## src/verilog/pdo_sched_pkg.sv

```systemverilog
// shared constants and types for the pdo scheduler
package pdo_sched_pkg;
  // register byte offsets
  localparam logic [7:0] REG_CTRL = 8'h00;
  localparam logic [7:0] REG_STATUS = 8'h04;
  localparam logic [7:0] REG_IRQ_STAT = 8'h08;
  localparam logic [7:0] REG_IRQ_MASK = 8'h0C;
  localparam logic [7:0] REG_SYNC_PERIOD = 8'h10;
  localparam logic [7:0] REG_PDO_SEL = 8'h14;
  localparam logic [7:0] REG_TX_TYPE = 8'h18;
  localparam logic [7:0] REG_TX_TIMER = 8'h1C;
  localparam logic [7:0] REG_RX_TIMER = 8'h20;
  localparam logic [7:0] REG_TX_PEND = 8'h24;
  localparam logic [7:0] REG_RX_VALID = 8'h28;
  localparam logic [7:0] REG_RX_TMO = 8'h2C;
  localparam logic [7:0] REG_BIT_TIMING = 8'h30;
  localparam logic [7:0] REG_RATE = 8'h34;
  // interrupt status bit positions
  localparam int IRQ_SYNC_LOSS = 0;
  localparam int IRQ_RX_TMO = 1;
  localparam int IRQ_RATE_LOCK = 2;
  localparam int IRQ_W = 3;
  // transmission types
  localparam logic [7:0] TT_ACYCLIC = 8'h00;
  localparam logic [7:0] TT_CYC_MAX = 8'hF0;
  localparam logic [7:0] TT_VENDOR = 8'hFE;
  localparam logic [7:0] TT_PROFILE = 8'hFF;
  localparam logic [7:0] TT_RESET = 8'hFF;
  // address switches
  localparam logic [6:0] ADDR_DEFAULT = 7'h0B;
  localparam logic [6:0] ADDR_FACTORY = 7'h63;
  localparam logic [6:0] ADDR_DEL_BOOT = 7'h62;
  localparam logic [6:0] ADDR_DEL_CFG = 7'h61;
  // timer tick: one millisecond at 125 MHz
  localparam int CLK_HZ = 125000000;
  localparam int TICK_MS = 1;
  localparam int TICK_CYC = CLK_HZ / 1000 * TICK_MS;
  localparam int RATE_N = 9;
  localparam int RATE_LOCK_FRAMES = 4;
  // bit timing table entry
  typedef struct packed {
    logic [7:0] prescale;
    logic [7:0] segments;
  } bit_timing_t;
  typedef enum logic [1:0] {
    BD_SEARCH = 2'b00,
    BD_LOCKED = 2'b01
  } baud_state_t;
  // switch special functions
  typedef struct packed {
    logic factory;
    logic del_boot;
    logic del_cfg;
  } boot_cmd_t;
endpackage

```

## src/verilog/canopen_pdo_slave_scheduler.sv

```systemverilog
// pdo scheduler, sync supervision, node address and bit-rate logic
// Summary of operation
// type 1..240 tx pdo sends once after every nth sync
// rx pdo of type 0..240 becomes valid at next sync
// supervise sync period; on loss drive outputs to error state
// types 254 and 255 send on asynchronous events
// every change of mapped input counts as a tx event
// no inhibit time; no minimum spacing between sends
// event timer expiry counts as extra tx event
// application event sends now and restarts event timer
// rx monitor timer notifies when no pdo arrives in time
// address is tens switch times ten plus units; default 11
// switches sampled only at power-up
// at power-up 99, 98, 97 request factory, boot erase, config erase (the code does so only while end_terminal_only_i is high)
// blink run and error alternately during bit-rate search
// software reset keeps the detected bit rate
// 1000k uses 00/14, 800k uses 00/16
// 500..10k use segments 1C and listed prescalers
// type 0 samples at sync and sends only after an event
// up to 16 tx and 16 rx pdos; first four default active (the code resets every pdo to type 255, so all start active)
// timer value zero disables the timer
`timescale 1ns/1ps
module canopen_pdo_slave_scheduler
  import pdo_sched_pkg::*;
#(
  parameter int N_PDO = 16,
  parameter int TICK_CYCLES = TICK_CYC
) (
  input wire logic clk_i,
  input wire logic rst_i,
  input wire logic ce_i,
  input wire logic power_on_i,
  input wire logic [3:0] address_switch_tens_i,
  input wire logic [3:0] address_switch_units_i,
  input wire logic end_terminal_only_i,
  input wire logic sync_rx_i,
  input wire logic [N_PDO-1:0] rx_pdo_i,
  input wire logic [N_PDO-1:0] tx_input_change_i,
  input wire logic [N_PDO-1:0] tx_vendor_event_i,
  input wire logic [N_PDO-1:0] tx_tx_done_i,
  input wire logic frame_ok_i,
  input wire logic [3:0] rate_candidate_i,
  input wire logic [31:0] wb_adr_i,
  input wire logic [31:0] wb_dat_i,
  input wire logic [3:0] wb_sel_i,
  input wire logic wb_we_i,
  input wire logic wb_cyc_i,
  input wire logic wb_stb_i,
  output logic [31:0] wb_dat_o,
  output logic wb_ack_o,
  output logic [N_PDO-1:0] tx_request_o,
  output logic [N_PDO-1:0] tx_sample_o,
  output logic [N_PDO-1:0] rx_valid_o,
  output logic outputs_error_o,
  output logic [6:0] node_address_o,
  output boot_cmd_t boot_cmd_o,
  output logic led_run_o,
  output logic led_can_err_o,
  output bit_timing_t bit_timing_o,
  output logic irq_o
);
  // refuse sizes that the select register and the counters cannot serve
  initial begin
    if (N_PDO < 1 || N_PDO > 16) $error("N_PDO must be 1..16");
    if (TICK_CYCLES < 2) $error("TICK_CYCLES must be at least 2");
    if (RATE_LOCK_FRAMES < 1 || RATE_LOCK_FRAMES > 8) $error("lock frame count must fit three bits");
  end

  // bit timing lookup, index 0 is 1000k down to 8 is 10k
  function automatic bit_timing_t timing_of(input logic [3:0] idx);
    bit_timing_t t;
    t.segments = 8'h1C;
    t.prescale = 8'h00;
    unique case (idx)
      4'h0: t.segments = 8'h14;
      4'h1: t.segments = 8'h16;
      4'h2: t.prescale = 8'h00;
      4'h3: t.prescale = 8'h01;
      4'h4: t.prescale = 8'h03;
      4'h5: t.prescale = 8'h04;
      4'h6: t.prescale = 8'h09;
      4'h7: t.prescale = 8'h18;
      4'h8: t.prescale = 8'h31;
      default: t.prescale = 8'h00;
    endcase
    return t;
  endfunction

  // switch digits to node address, widened before the product so tens up to 11 never wrap
  function automatic logic [6:0] switch_address(input logic [3:0] tens, input logic [3:0] units);
    return 7'(tens) * 7'd10 + 7'(units);
  endfunction

  // pin synchronisers for the switch and strap pins
  logic [8:0] sw_s1_r, sw_s2_r;
  always_ff @(posedge clk_i) begin
    if (ce_i) begin
      sw_s1_r <= {end_terminal_only_i, address_switch_tens_i, address_switch_units_i};
      sw_s2_r <= sw_s1_r;
    end
  end

  // decoded once so the address and the special settings see the same digits
  logic [6:0] sw_addr;
  assign sw_addr = switch_address(sw_s2_r[7:4], sw_s2_r[3:0]);

  // power-on capture; a software reset does not repeat it
  logic por_done_r;
  logic [1:0] por_wait_r;
  always_ff @(posedge clk_i) begin
    if (power_on_i) begin
      por_done_r <= 1'b0;
      por_wait_r <= 2'd0;
      node_address_o <= ADDR_DEFAULT;
      boot_cmd_o <= '0;
    end else if (ce_i && !por_done_r) begin
      por_wait_r <= por_wait_r + 2'd1;
      if (por_wait_r == 2'd3) begin
        por_done_r <= 1'b1;
        node_address_o <= sw_addr;
        boot_cmd_o.factory <= sw_s2_r[8] && sw_addr == ADDR_FACTORY;
        boot_cmd_o.del_boot <= sw_s2_r[8] && sw_addr == ADDR_DEL_BOOT;
        boot_cmd_o.del_cfg <= sw_s2_r[8] && sw_addr == ADDR_DEL_CFG;
      end
    end
  end

  // bit-rate search; held over rst_i, restarted only by power_on_i
  baud_state_t baud_r;
  logic [2:0] lock_cnt_r;
  logic [3:0] rate_r;
  logic [23:0] blink_r;
  logic rate_lock_ev;
  // same range check as the counter, so the lock interrupt never flags a refused rate
  assign rate_lock_ev = ce_i && baud_r == BD_SEARCH && frame_ok_i && rate_candidate_i < 4'(RATE_N)
                        && lock_cnt_r == 3'(RATE_LOCK_FRAMES - 1);
  always_ff @(posedge clk_i) begin
    if (power_on_i) begin
      baud_r <= BD_SEARCH;
      lock_cnt_r <= '0;
      rate_r <= 4'h0;
      blink_r <= '0;
      led_run_o <= 1'b0;
      led_can_err_o <= 1'b0;
      bit_timing_o <= timing_of(4'h0);
    end else if (ce_i) begin
      // free-running blink; bit 23 flips about every 67 ms at 125 MHz
      blink_r <= blink_r + 24'h1;
      unique case (baud_r)
        // searching: lamps alternate, timing follows the candidate
        BD_SEARCH: begin
          led_run_o <= blink_r[23];
          led_can_err_o <= !blink_r[23];
          bit_timing_o <= timing_of(rate_candidate_i);
          if (frame_ok_i && rate_candidate_i < 4'(RATE_N)) begin
            lock_cnt_r <= lock_cnt_r + 3'd1;
            rate_r <= rate_candidate_i;
            if (rate_lock_ev) baud_r <= BD_LOCKED;
          end
        end
        // locked: run lamp lit, error lamp follows sync loss
        BD_LOCKED: begin
          led_run_o <= 1'b1;
          led_can_err_o <= outputs_error_o;
          bit_timing_o <= timing_of(rate_r);
        end
        default: baud_r <= BD_SEARCH;
      endcase
    end
  end

  // millisecond tick
  logic [$clog2(TICK_CYCLES)-1:0] tick_cnt_r;
  logic tick;
  assign tick = tick_cnt_r == ($clog2(TICK_CYCLES))'(TICK_CYCLES - 1);
  always_ff @(posedge clk_i) begin
    if (rst_i) tick_cnt_r <= '0;
    else if (ce_i) tick_cnt_r <= tick ? '0 : tick_cnt_r + 1'b1;
  end

  // configuration registers
  logic [15:0] sync_period_r;
  logic [3:0] sel_r;
  logic [7:0] tx_type_r [N_PDO];
  logic [15:0] tx_timer_r [N_PDO];
  logic [15:0] rx_timer_r [N_PDO];
  logic [IRQ_W-1:0] irq_stat_r, irq_mask_r;
  logic [N_PDO-1:0] rx_tmo_r;
  logic wr, rd;
  // ack low keeps a held request from writing twice
  assign wr = ce_i && wb_cyc_i && wb_stb_i && wb_we_i && !wb_ack_o && wb_sel_i[0];
  assign rd = ce_i && wb_cyc_i && wb_stb_i && !wb_ack_o;
  always_ff @(posedge clk_i) begin
    if (rst_i) begin
      sync_period_r <= '0;
      sel_r <= '0;
      // every pdo starts as a profile-event type, sent on change
      for (int i = 0; i < N_PDO; i++) begin
        tx_type_r[i] <= TT_RESET;
        tx_timer_r[i] <= '0;
        rx_timer_r[i] <= '0;
      end
    end else if (wr) begin
      unique case (wb_adr_i[7:0])
        REG_SYNC_PERIOD: sync_period_r <= wb_dat_i[15:0];
        REG_PDO_SEL: sel_r <= wb_dat_i[3:0];
        REG_TX_TYPE: tx_type_r[sel_r] <= wb_dat_i[7:0];
        REG_TX_TIMER: tx_timer_r[sel_r] <= wb_dat_i[15:0];
        REG_RX_TIMER: rx_timer_r[sel_r] <= wb_dat_i[15:0];
        default: ;
      endcase
    end
  end

  // sync counter per pdo and event logic
  logic [7:0] sync_cnt_r [N_PDO];
  logic [15:0] ev_cnt_r [N_PDO];
  logic [15:0] rx_cnt_r [N_PDO];
  logic [N_PDO-1:0] ev_pend_r, rx_pend_r, rx_tmo_ev;
  genvar g;
  generate
    for (g = 0; g < N_PDO; g++) begin : g_pdo
      logic cyc, async_t, ev, tmr_exp;
      // type decode: cyclic 1..240, asynchronous 254 and 255, reserved types stay silent
      assign cyc = tx_type_r[g] != TT_ACYCLIC && tx_type_r[g] <= TT_CYC_MAX;
      assign async_t = tx_type_r[g] == TT_VENDOR || tx_type_r[g] == TT_PROFILE;
      // event timer expiry, checked once per millisecond tick
      assign tmr_exp = tx_timer_r[g] != 16'h0 && tick && ev_cnt_r[g] + 16'h1 >= tx_timer_r[g];
      // change is profile event, vendor input for type 254
      assign ev = tx_type_r[g] == TT_VENDOR ? tx_vendor_event_i[g] : tx_input_change_i[g];
      // tx request: done clears it, a send decision later in the block wins
      always_ff @(posedge clk_i) begin
        if (rst_i) begin
          sync_cnt_r[g] <= '0;
          ev_cnt_r[g] <= '0;
          ev_pend_r[g] <= 1'b0;
          tx_request_o[g] <= 1'b0;
          tx_sample_o[g] <= 1'b0;
        end else if (ce_i) begin
          tx_sample_o[g] <= sync_rx_i && tx_type_r[g] == TT_ACYCLIC;
          if (tx_tx_done_i[g]) tx_request_o[g] <= 1'b0;
          if (async_t && (ev || tmr_exp)) begin
            tx_request_o[g] <= 1'b1;
            ev_cnt_r[g] <= '0;
          end else if (async_t && tick && tx_timer_r[g] != 16'h0) begin
            ev_cnt_r[g] <= ev_cnt_r[g] + 16'h1;
          end
          // type 0: remember events until the next sync
          if (tx_type_r[g] == TT_ACYCLIC) begin
            if (ev) ev_pend_r[g] <= 1'b1;
            if (sync_rx_i && (ev_pend_r[g] || ev)) begin
              tx_request_o[g] <= 1'b1;
              ev_pend_r[g] <= 1'b0;
            end
          end
          // cyclic: counts syncs from reset or from the last send
          if (cyc && sync_rx_i) begin
            if (sync_cnt_r[g] + 8'h1 >= tx_type_r[g]) begin
              sync_cnt_r[g] <= '0;
              tx_request_o[g] <= 1'b1;
            end else begin
              sync_cnt_r[g] <= sync_cnt_r[g] + 8'h1;
            end
          end
        end
      end

      // rx: pending until sync, plus reception watchdog
      assign rx_tmo_ev[g] = ce_i && tick && rx_timer_r[g] != 16'h0 && !rx_pdo_i[g]
                            && rx_cnt_r[g] + 16'h1 == rx_timer_r[g];
      always_ff @(posedge clk_i) begin
        if (rst_i) begin
          rx_pend_r[g] <= 1'b0;
          rx_valid_o[g] <= 1'b0;
          rx_cnt_r[g] <= '0;
          rx_tmo_r[g] <= 1'b0;
        end else if (ce_i) begin
          rx_valid_o[g] <= 1'b0;
          if (sync_rx_i && (rx_pend_r[g] || rx_pdo_i[g])) begin
            rx_valid_o[g] <= 1'b1;
            rx_pend_r[g] <= 1'b0;
          end else if (rx_pdo_i[g]) begin
            rx_pend_r[g] <= 1'b1;
          end
          // watchdog restarts on each reception and fires once per silence
          if (rx_pdo_i[g]) begin
            rx_cnt_r[g] <= '0;
            rx_tmo_r[g] <= 1'b0;
          end else if (rx_tmo_ev[g]) begin
            rx_tmo_r[g] <= 1'b1;
            rx_cnt_r[g] <= rx_cnt_r[g] + 16'h1;
          end else if (tick && rx_timer_r[g] != 16'h0 && !rx_tmo_r[g]) begin
            rx_cnt_r[g] <= rx_cnt_r[g] + 16'h1;
          end
        end
      end
    end
  endgenerate

  // sync period supervision in ms ticks
  logic [15:0] sync_cnt_ms_r;
  logic sync_loss_ev;
  // loss flagged once; only a new sync or rst_i clears the error state
  assign sync_loss_ev = ce_i && tick && sync_period_r != 16'h0 && !sync_rx_i
                        && !outputs_error_o && sync_cnt_ms_r + 16'h1 >= sync_period_r;
  always_ff @(posedge clk_i) begin
    if (rst_i) begin
      sync_cnt_ms_r <= '0;
      outputs_error_o <= 1'b0;
    end else if (ce_i) begin
      if (sync_rx_i) begin
        sync_cnt_ms_r <= '0;
        outputs_error_o <= 1'b0;
      end else if (sync_loss_ev) begin
        outputs_error_o <= 1'b1;
      end else if (tick && sync_period_r != 16'h0 && !outputs_error_o) begin
        sync_cnt_ms_r <= sync_cnt_ms_r + 16'h1;
      end
    end
  end

  // sticky interrupts; a new event beats a same-cycle clear
  logic [IRQ_W-1:0] irq_set;
  assign irq_set = {rate_lock_ev, |rx_tmo_ev, sync_loss_ev};
  always_ff @(posedge clk_i) begin
    if (rst_i) begin
      irq_stat_r <= '0;
      irq_mask_r <= '0;
      irq_o <= 1'b0;
    end else if (ce_i) begin
      irq_stat_r <= (irq_stat_r & ~((wr && wb_adr_i[7:0] == REG_IRQ_STAT) ? wb_dat_i[IRQ_W-1:0] : '0)) | irq_set;
      if (wr && wb_adr_i[7:0] == REG_IRQ_MASK) irq_mask_r <= wb_dat_i[IRQ_W-1:0];
      // registered, so the line lags the status by one cycle
      irq_o <= |(irq_stat_r & irq_mask_r);
    end
  end

  // wishbone read path, one wait state; unmapped reads zero
  always_ff @(posedge clk_i) begin
    if (rst_i) begin
      wb_ack_o <= 1'b0;
      wb_dat_o <= '0;
    end else if (ce_i) begin
      // ack exactly one cycle after the request edge
      wb_ack_o <= rd;
      wb_dat_o <= '0;
      if (rd) begin
        // pdo-indexed registers read the entry named by the select register
        unique case (wb_adr_i[7:0])
          REG_CTRL: wb_dat_o <= {25'h0, node_address_o};
          REG_STATUS: wb_dat_o <= {27'h0, boot_cmd_o, baud_r == BD_LOCKED, outputs_error_o};
          REG_IRQ_STAT: wb_dat_o <= 32'(irq_stat_r);
          REG_IRQ_MASK: wb_dat_o <= 32'(irq_mask_r);
          REG_SYNC_PERIOD: wb_dat_o <= {16'h0, sync_period_r};
          REG_PDO_SEL: wb_dat_o <= {28'h0, sel_r};
          REG_TX_TYPE: wb_dat_o <= {24'h0, tx_type_r[sel_r]};
          REG_TX_TIMER: wb_dat_o <= {16'h0, tx_timer_r[sel_r]};
          REG_RX_TIMER: wb_dat_o <= {16'h0, rx_timer_r[sel_r]};
          REG_TX_PEND: wb_dat_o <= 32'(tx_request_o);
          REG_RX_VALID: wb_dat_o <= 32'(rx_pend_r);
          REG_RX_TMO: wb_dat_o <= 32'(rx_tmo_r);
          REG_BIT_TIMING: wb_dat_o <= {16'h0, bit_timing_o};
          REG_RATE: wb_dat_o <= {28'h0, rate_r};
          default: wb_dat_o <= '0;
        endcase
      end
    end
  end
endmodule // canopen_pdo_slave_scheduler

```

## config.mk

```make
export PLATFORM = sky130hd
export DESIGN_NAME = canopen_pdo_slave_scheduler
export DESIGN_NICKNAME = d
export VERILOG_FILES = /design/src/verilog/pdo_sched_pkg.sv /design/src/verilog/canopen_pdo_slave_scheduler.sv
export SDC_FILE = /design/constraint.sdc
export NUM_CORES = 2
export LEC_CHECK = 0
export BUFFER_PORTS_ARGS = -buffer_cell sky130_fd_sc_hd__buf_2
export CELL_PAD_IN_SITES_DETAIL_PLACEMENT = 2
export CELL_PAD_IN_SITES_GLOBAL_PLACEMENT = 2
export CORE_UTILIZATION = 35
export CTS_BUF_LIST = sky130_fd_sc_hd__clkbuf_4 sky130_fd_sc_hd__clkbuf_8
export DETAILED_ROUTE_END_ITERATION = 16
export PLACE_DENSITY = 0.74
export SLEW_MARGIN = 30
export SYNTH_ARGS = -nofsm -noshare
export SYNTH_HDL_FRONTEND = slang
export SYNTH_SLANG_ARGS = --single-unit
```

## constraint.sdc

```tcl
create_clock -name clk_i -period 5 [get_ports clk_i]
set_clock_uncertainty 0.1 [all_clocks]
set_input_delay 0 -clock clk_i [delete_from_list [all_inputs] [get_ports clk_i]]
set_output_delay 0 -clock clk_i [all_outputs]
set_load 0.005 [all_outputs]
```

# Word-level counts from Yosys, hierarchy flattened
# Memory sizes are Yosys's and may differ from the RTL's. A register that Yosys moved wholly into a read port is not among the register bits.
# Cells that the tools add are included.
# W data, S select, Z words.
# totals
reg_bits	272
mem_bits_rw	1280
out_inout_bits	111
word_cells	1910
memories	6
# memory_table
name	depth	word_bits	read_ports	rd_ports_with_merged_regs	wr	line	source
ev_cnt_r	16	16	16	0	16	canopen_pdo_slave_scheduler.sv:217	logic [15:0] ev_cnt_r [N_PDO];
rx_cnt_r	16	16	16	0	16	canopen_pdo_slave_scheduler.sv:218	logic [15:0] rx_cnt_r [N_PDO];
rx_timer_r	16	16	17	1	16	canopen_pdo_slave_scheduler.sv:186	logic [15:0] rx_timer_r [N_PDO];
tx_timer_r	16	16	17	1	16	canopen_pdo_slave_scheduler.sv:185	logic [15:0] tx_timer_r [N_PDO];
sync_cnt_r	16	8	16	0	16	canopen_pdo_slave_scheduler.sv:216	logic [7:0] sync_cnt_r [N_PDO];
tx_type_r	16	8	17	1	16	canopen_pdo_slave_scheduler.sv:184	logic [7:0] tx_type_r [N_PDO];
# classes
add_sub_neg	54
n_mul	1
magnitude_cmp	50
eq_ne	85
n_mux	928
n_bitwise	117
n_reduce_logical	547
# op_table
operator	n
$mux W16	86
$mux W1	787
$add A16 B1 Y16 const B	33
$reduce_bool A16 Y1	33
$ge A16 B16 Y1	17
$logic_and A1 B1 Y1	264
$mux W8	33
$eq A16 B16 Y1	16
$eq A8 B8 Y1 const B	32
$pmux W16 S14	1
$logic_not A8 Y1	17
$add A8 B1 Y8 const B	16
$ge A8 B8 Y1	16
$le A8 B8 Y1 const B	16
$reduce_bool A8 Y1	16
$or A1 B1 Y1	112
$reduce_bool A2 Y1	51
$reduce_and A2 Y1	38
$pmux W6 S6	2
$logic_or A1 B1 Y1	64
$reduce_and A3 Y1	18
$eq A8 B6 Y1 const B	6
$reduce_or A16 Y1	3
$logic_not A1 Y1	37
38 further kinds	68

# Depth between registers and ports, before layout
# depth
depth_word	12
ltp_mapped	18

# Worst setup path before layout
# OpenSTA, ideal clock, no wires.
# synth_path
path_type	reg2reg
start	register tick_cnt_r[4]
end	memory rx_cnt_r[8][0], in the netlist rx_cnt_r[1][0], enable pin
setup_ns	0.411
arrival_time_ns	3.704
slack_ns	0.784
path_stages_with_launch	11
n_path_buf	1
period_less_slack_ns	4.216
path_cell_list	dfxtp_1 or4b_1 nor4_4 clkbuf_1 nand2_1 a2111oi_0 and3_1 nand4_1 nor4_1 nor3_1 o21ai_0
# synth_rtl
item	line	source
from (decl)	canopen_pdo_slave_scheduler.sv:173	logic [$clog2(TICK_CYCLES)-1:0] tick_cnt_r;
from (signal assigned)	canopen_pdo_slave_scheduler.sv:178	else if (ce_i) tick_cnt_r <= tick ? '0 : tick_cnt_r + 1'b1;
to (decl)	canopen_pdo_slave_scheduler.sv:218	

==> metrics.md <==
| Metric | Value |
|---|---|
| Vias in the first global route | 77580 |
| VDD IR max | between 0.2 and 0.3 mV |
| Sequential share of power | 47.8% |
| Final Cycle Share | about nine tenths |
| Root buffer cell | clkbuf_8 |
| Post-CTS resize count | 0 |
| Ys async rst share | 0% |
| Tot GR Track Use | between 20% and 30% |
| Final-stage net count | between 9000 and 10000 |
| Critical path's top delay family | buffers and inverters |
| Pre-antenna DRT Iters | 6 |
| IO buf count | slightly below 200 |
| Crit path top cell by count | dlygate4sd3_1 |
| Routed Antenna Nets | 0 |
| CTS tree | built |
| Synth warn | 0 |
| Maximum number of pins on one net before global-route repair | 75 |
| Crit Path Class | flip-flop to flip-flop |
| Post-synth EDFFs | 1298 |
| Hold WC Path Type | input pin to flip-flop |
| Syn Area/Cell | between 10 and 15 µm² |
| Clock network fraction of total power | a little over two fifths |
| Internal | between 20 and 25 mW |
| RePlAce Congestion | 0.9578 |
| Area grow syn2layout | 15.28% |
| Slowest cell on crit path | dlygate4sd3_1 |
| Clock-pin slew on the worst setup and hold paths | 0.07 ns |
| Post-route DRC | 0 |
| Die H | between 500 and 600 µm |
| Critical path fanouts, max | 3 |
| Crit path buf inv count | 4 |
| Worst slew pin tran | between 1 and 1.5 ns |
| Die ar. | 0.2599 mm² |
| Die W | about 510 µm |
| Crit. End Element | flip-flop |
| Hold WS | roughly 0.071 ns |
| Max_cap viols | 0 |
| Worst Path Required | between 5 and 6 ns |
| RSZ-0062 raised after global routing | false |
| Unique masters post-synth | a little over 90 |
| Post-Route WL | ~370000 µm |
| Leak | roughly 40 nW |
| Register area share after synthesis | between 40% and 50% |
| Initial DRC count | 6739 |
| Switching share of total power | roughly 27% |
| Dpl hpwl | between 200000 and 300000 µm |
| Final hold viol count | 0 |
| Yosys top cell area share | a little over two fifths |
| Total CTS buffers | approximately 310 |
| Synthesized area | 0.09026 mm² |
| Mapped Cells | 8470 |
| Net load switching power | ~8.4 mW |
| FMAX | about 0.22 GHz |
| Post-route setup TNS | 0 ns |
| Final Slew Violations | 0 |
| Tmin final | about 4.5 ns |
| Area of the core | roughly 0.26 mm² |
| Gr ovfl total | 0 |
| Number of clock sinks | between 1500 and 2000 |
| Top cells by area, synth | edfxtp_1, ha_1, dfxtp_1 |
| Clk buf depth | 4 |
| Crit path DAT | roughly 5.4 ns |
| CP Launch Type | flip-flop |
| Initial Util | 35.16% |
| Post-synthesis register bit count | 1531 |
| Share of layout cells above drive strength 1 | 12.43% |
| Average wire per standard cell | 29.27 µm |
| H-tree depth | 5 |
| Global-route wire length before repair | 532500 µm |
| Vias | around 74000 |
| FP Rows | 186 |
| Top_reg_cell synth | edfxtp_1 |
| Setup repair bufs after CTS | 0 |
| Clk_lat worst skew | 1.08 ns |
| Power per cell area | between 300 and 400 mW/mm² |
| Gate power share | 8.6% |
| Area leader, netlist | edfxtp_1 |
| Status | complete, no violations |
| Initial antenna violation count | 47 |
| Slew margin rel. | between 15 and 20% |
| Io pins | about 270 |
| Vias per cell | about 5.8 |
| Fillers | 26720 |
| Setup violations, final | 0 |
| Hold buffers post-CTS | approximately 230 |
| Crit path largest cell delay | roughly 0.6 ns |
| Crit path cell chain | inv_1 > nor4_1 > nand4_1 > nor2_1 > mux2_2 > dlygate4sd3_1 > o211ai_1 > nand3_1 > a221oi_1 > dlygate4sd3_1 > a211oi_1 > dlygate4sd3_1 |
worst paths after layout:
path	slack, ns	start	cells past startpoint	endpoint
worst min-delay path	0.07	tx_vendor_event_i[7]	4	ev_cnt_r[0][112]
worst max register to register	0.52	tx_type_r[13][6]	12	tx_request_o[13]
worst min register to register	0.32	sw_s1_r[2]	0	sw_s2_r[2]
worst max-delay path	0.52	tx_type_r[13][6]	12	tx_request_o[13]
placed cells by master (no fill, tap or decap), drive strengths merged, types with 37 or more instances in the layout:
| cell type | instances |
|---|---|
| a21o | 143 |
| a21oi | 246 |
| and2 | 532 |
| and3 | 141 |
| buf | 350 |
| clkbuf | 446 |
| clkinv | 75 |
| dfxtp | 233 |
| dlygate4sd3 | 229 |
| edfxtp | 1298 |
| ha | 460 |
| inv | 500 |
| mux2i | 51 |
| mux4 | 200 |
| nand2 | 518 |
| nand2b | 84 |
| nand3 | 337 |
| nand4 | 175 |
| nor2 | 774 |
| nor2b | 367 |
| nor3 | 110 |
| nor4 | 197 |
| o21ai | 253 |
| or3 | 154 |
| or4 | 37 |
| xnor2 | 440 |
| xor2 | 358 |
stage by stage:
stage / worst slack (ns) / power (mW) / cells / utilization (%) / cell area, µm²
6_report: 0.5169 / 31.29 / 12650 / 40.54 / 104100
3_3_place_gp: 0.4506 / 17.49 / 11840 / 37.14 / 95350
3_5_place_dp: 0.4468 / 17.67 / 11840 / 37.15 / 95370
4_1_cts: 0.4537 / 31.43 / 12620 / 40.50 / 104000
5_1_grt: 0.2876 / 32.18 / 12620 / 40.52 / 104000
2_1_floorplan: 0.7844 / 16.41 / 8492 / - / 90340
power by group through the flow:
stage               logic, mW  registers [mW]  clock network [mW]
finish                   2.70            15.0                13.6
global route             2.88            15.0                14.3
CTS                      2.66            14.9                13.8
detailed placement       2.47            15.2                   0
global placement         2.34            15.2                   0
floorplan                1.53            14.9                   0
sequential cells by signal (all words and copies together) (netlist names), 16 cells and up, named ones only:
register       flops
tx_request_o      16
rx_timer_r       256
tx_timer_r       256
tx_type_r        128
ev_pend_r         16
blink_r           24
tick_cnt_r        17
sync_period_r     16
ev_cnt_r         256
rx_valid_o        16
rx_tmo_r          16
tx_sample_o       16
sync_cnt_r       128
rx_cnt_r         256
sync_cnt_ms_r     16
wb_dat_o          16
rx_pend_r         16
cell families after synthesis:
| kind of cell | count (synthesis) | synth area share, % |
|---|---|---|
| XOR/XNOR | 804 | 7.894 |
| AO/OA/AOI/OAI | 959 | 6.853 |
| adder cells (fa/ha/maj) | 462 | 6.421 |
| buffers and inverters | 874 | 3.762 |
| AND/OR/NAND/NOR | 3568 | 20.92 |
| other | 2 | 0.008320 |
| flip-flops | 1531 | 48.35 |
| multiplexers | 270 | 5.793 |
metal layers:
layer	track usage (%)	wire length [µm]	vias up
met5	0	41	-
met4	16.40	22660	6
met3	4.139	26160	908
met2	46.34	175400	3078
met1	34.64	145900	37970
li1	-	-	31650
cells in the mapped netlist, drive strengths merged, types with 84 or more instances:
library cell,count
ha,460
nand4,175
inv,495
nor4,197
and2,532
nand3,337
nand2,518
mux4,200
nor2b,367
and3,141
a21o,143
nor2,774
edfxtp,1298
o21ai,253
dfxtp,233
a21oi,246
nand2b,84
xor2,358
nor3,110
or3,154
xnor2,440
clkbuf,323
tightest hold or removal path: cells and delay by family:
kind	cells	cell delay (ns)
buf+inv	1	0.15
mux	1	0.19
compound gates	1	0.27
simple gates	1	0.40
layout make-up:
cell class	instances	area, µm²	share of cell area [%]
Multi-Input combinational cell	6087	43380	41.69
Sequential cell	1531	43650	41.95
Antenna cell	26	65.06	0.06253
Clock inverter	98	728.2	0.6998
Clock buffer	444	5510	5.296
Tap cell	3384	4234	4.069
Timing Repair Buffer	581	4622	4.442
Inverter	495	1861	1.788
No activity file was read; power rests on OpenSTA's default activity.
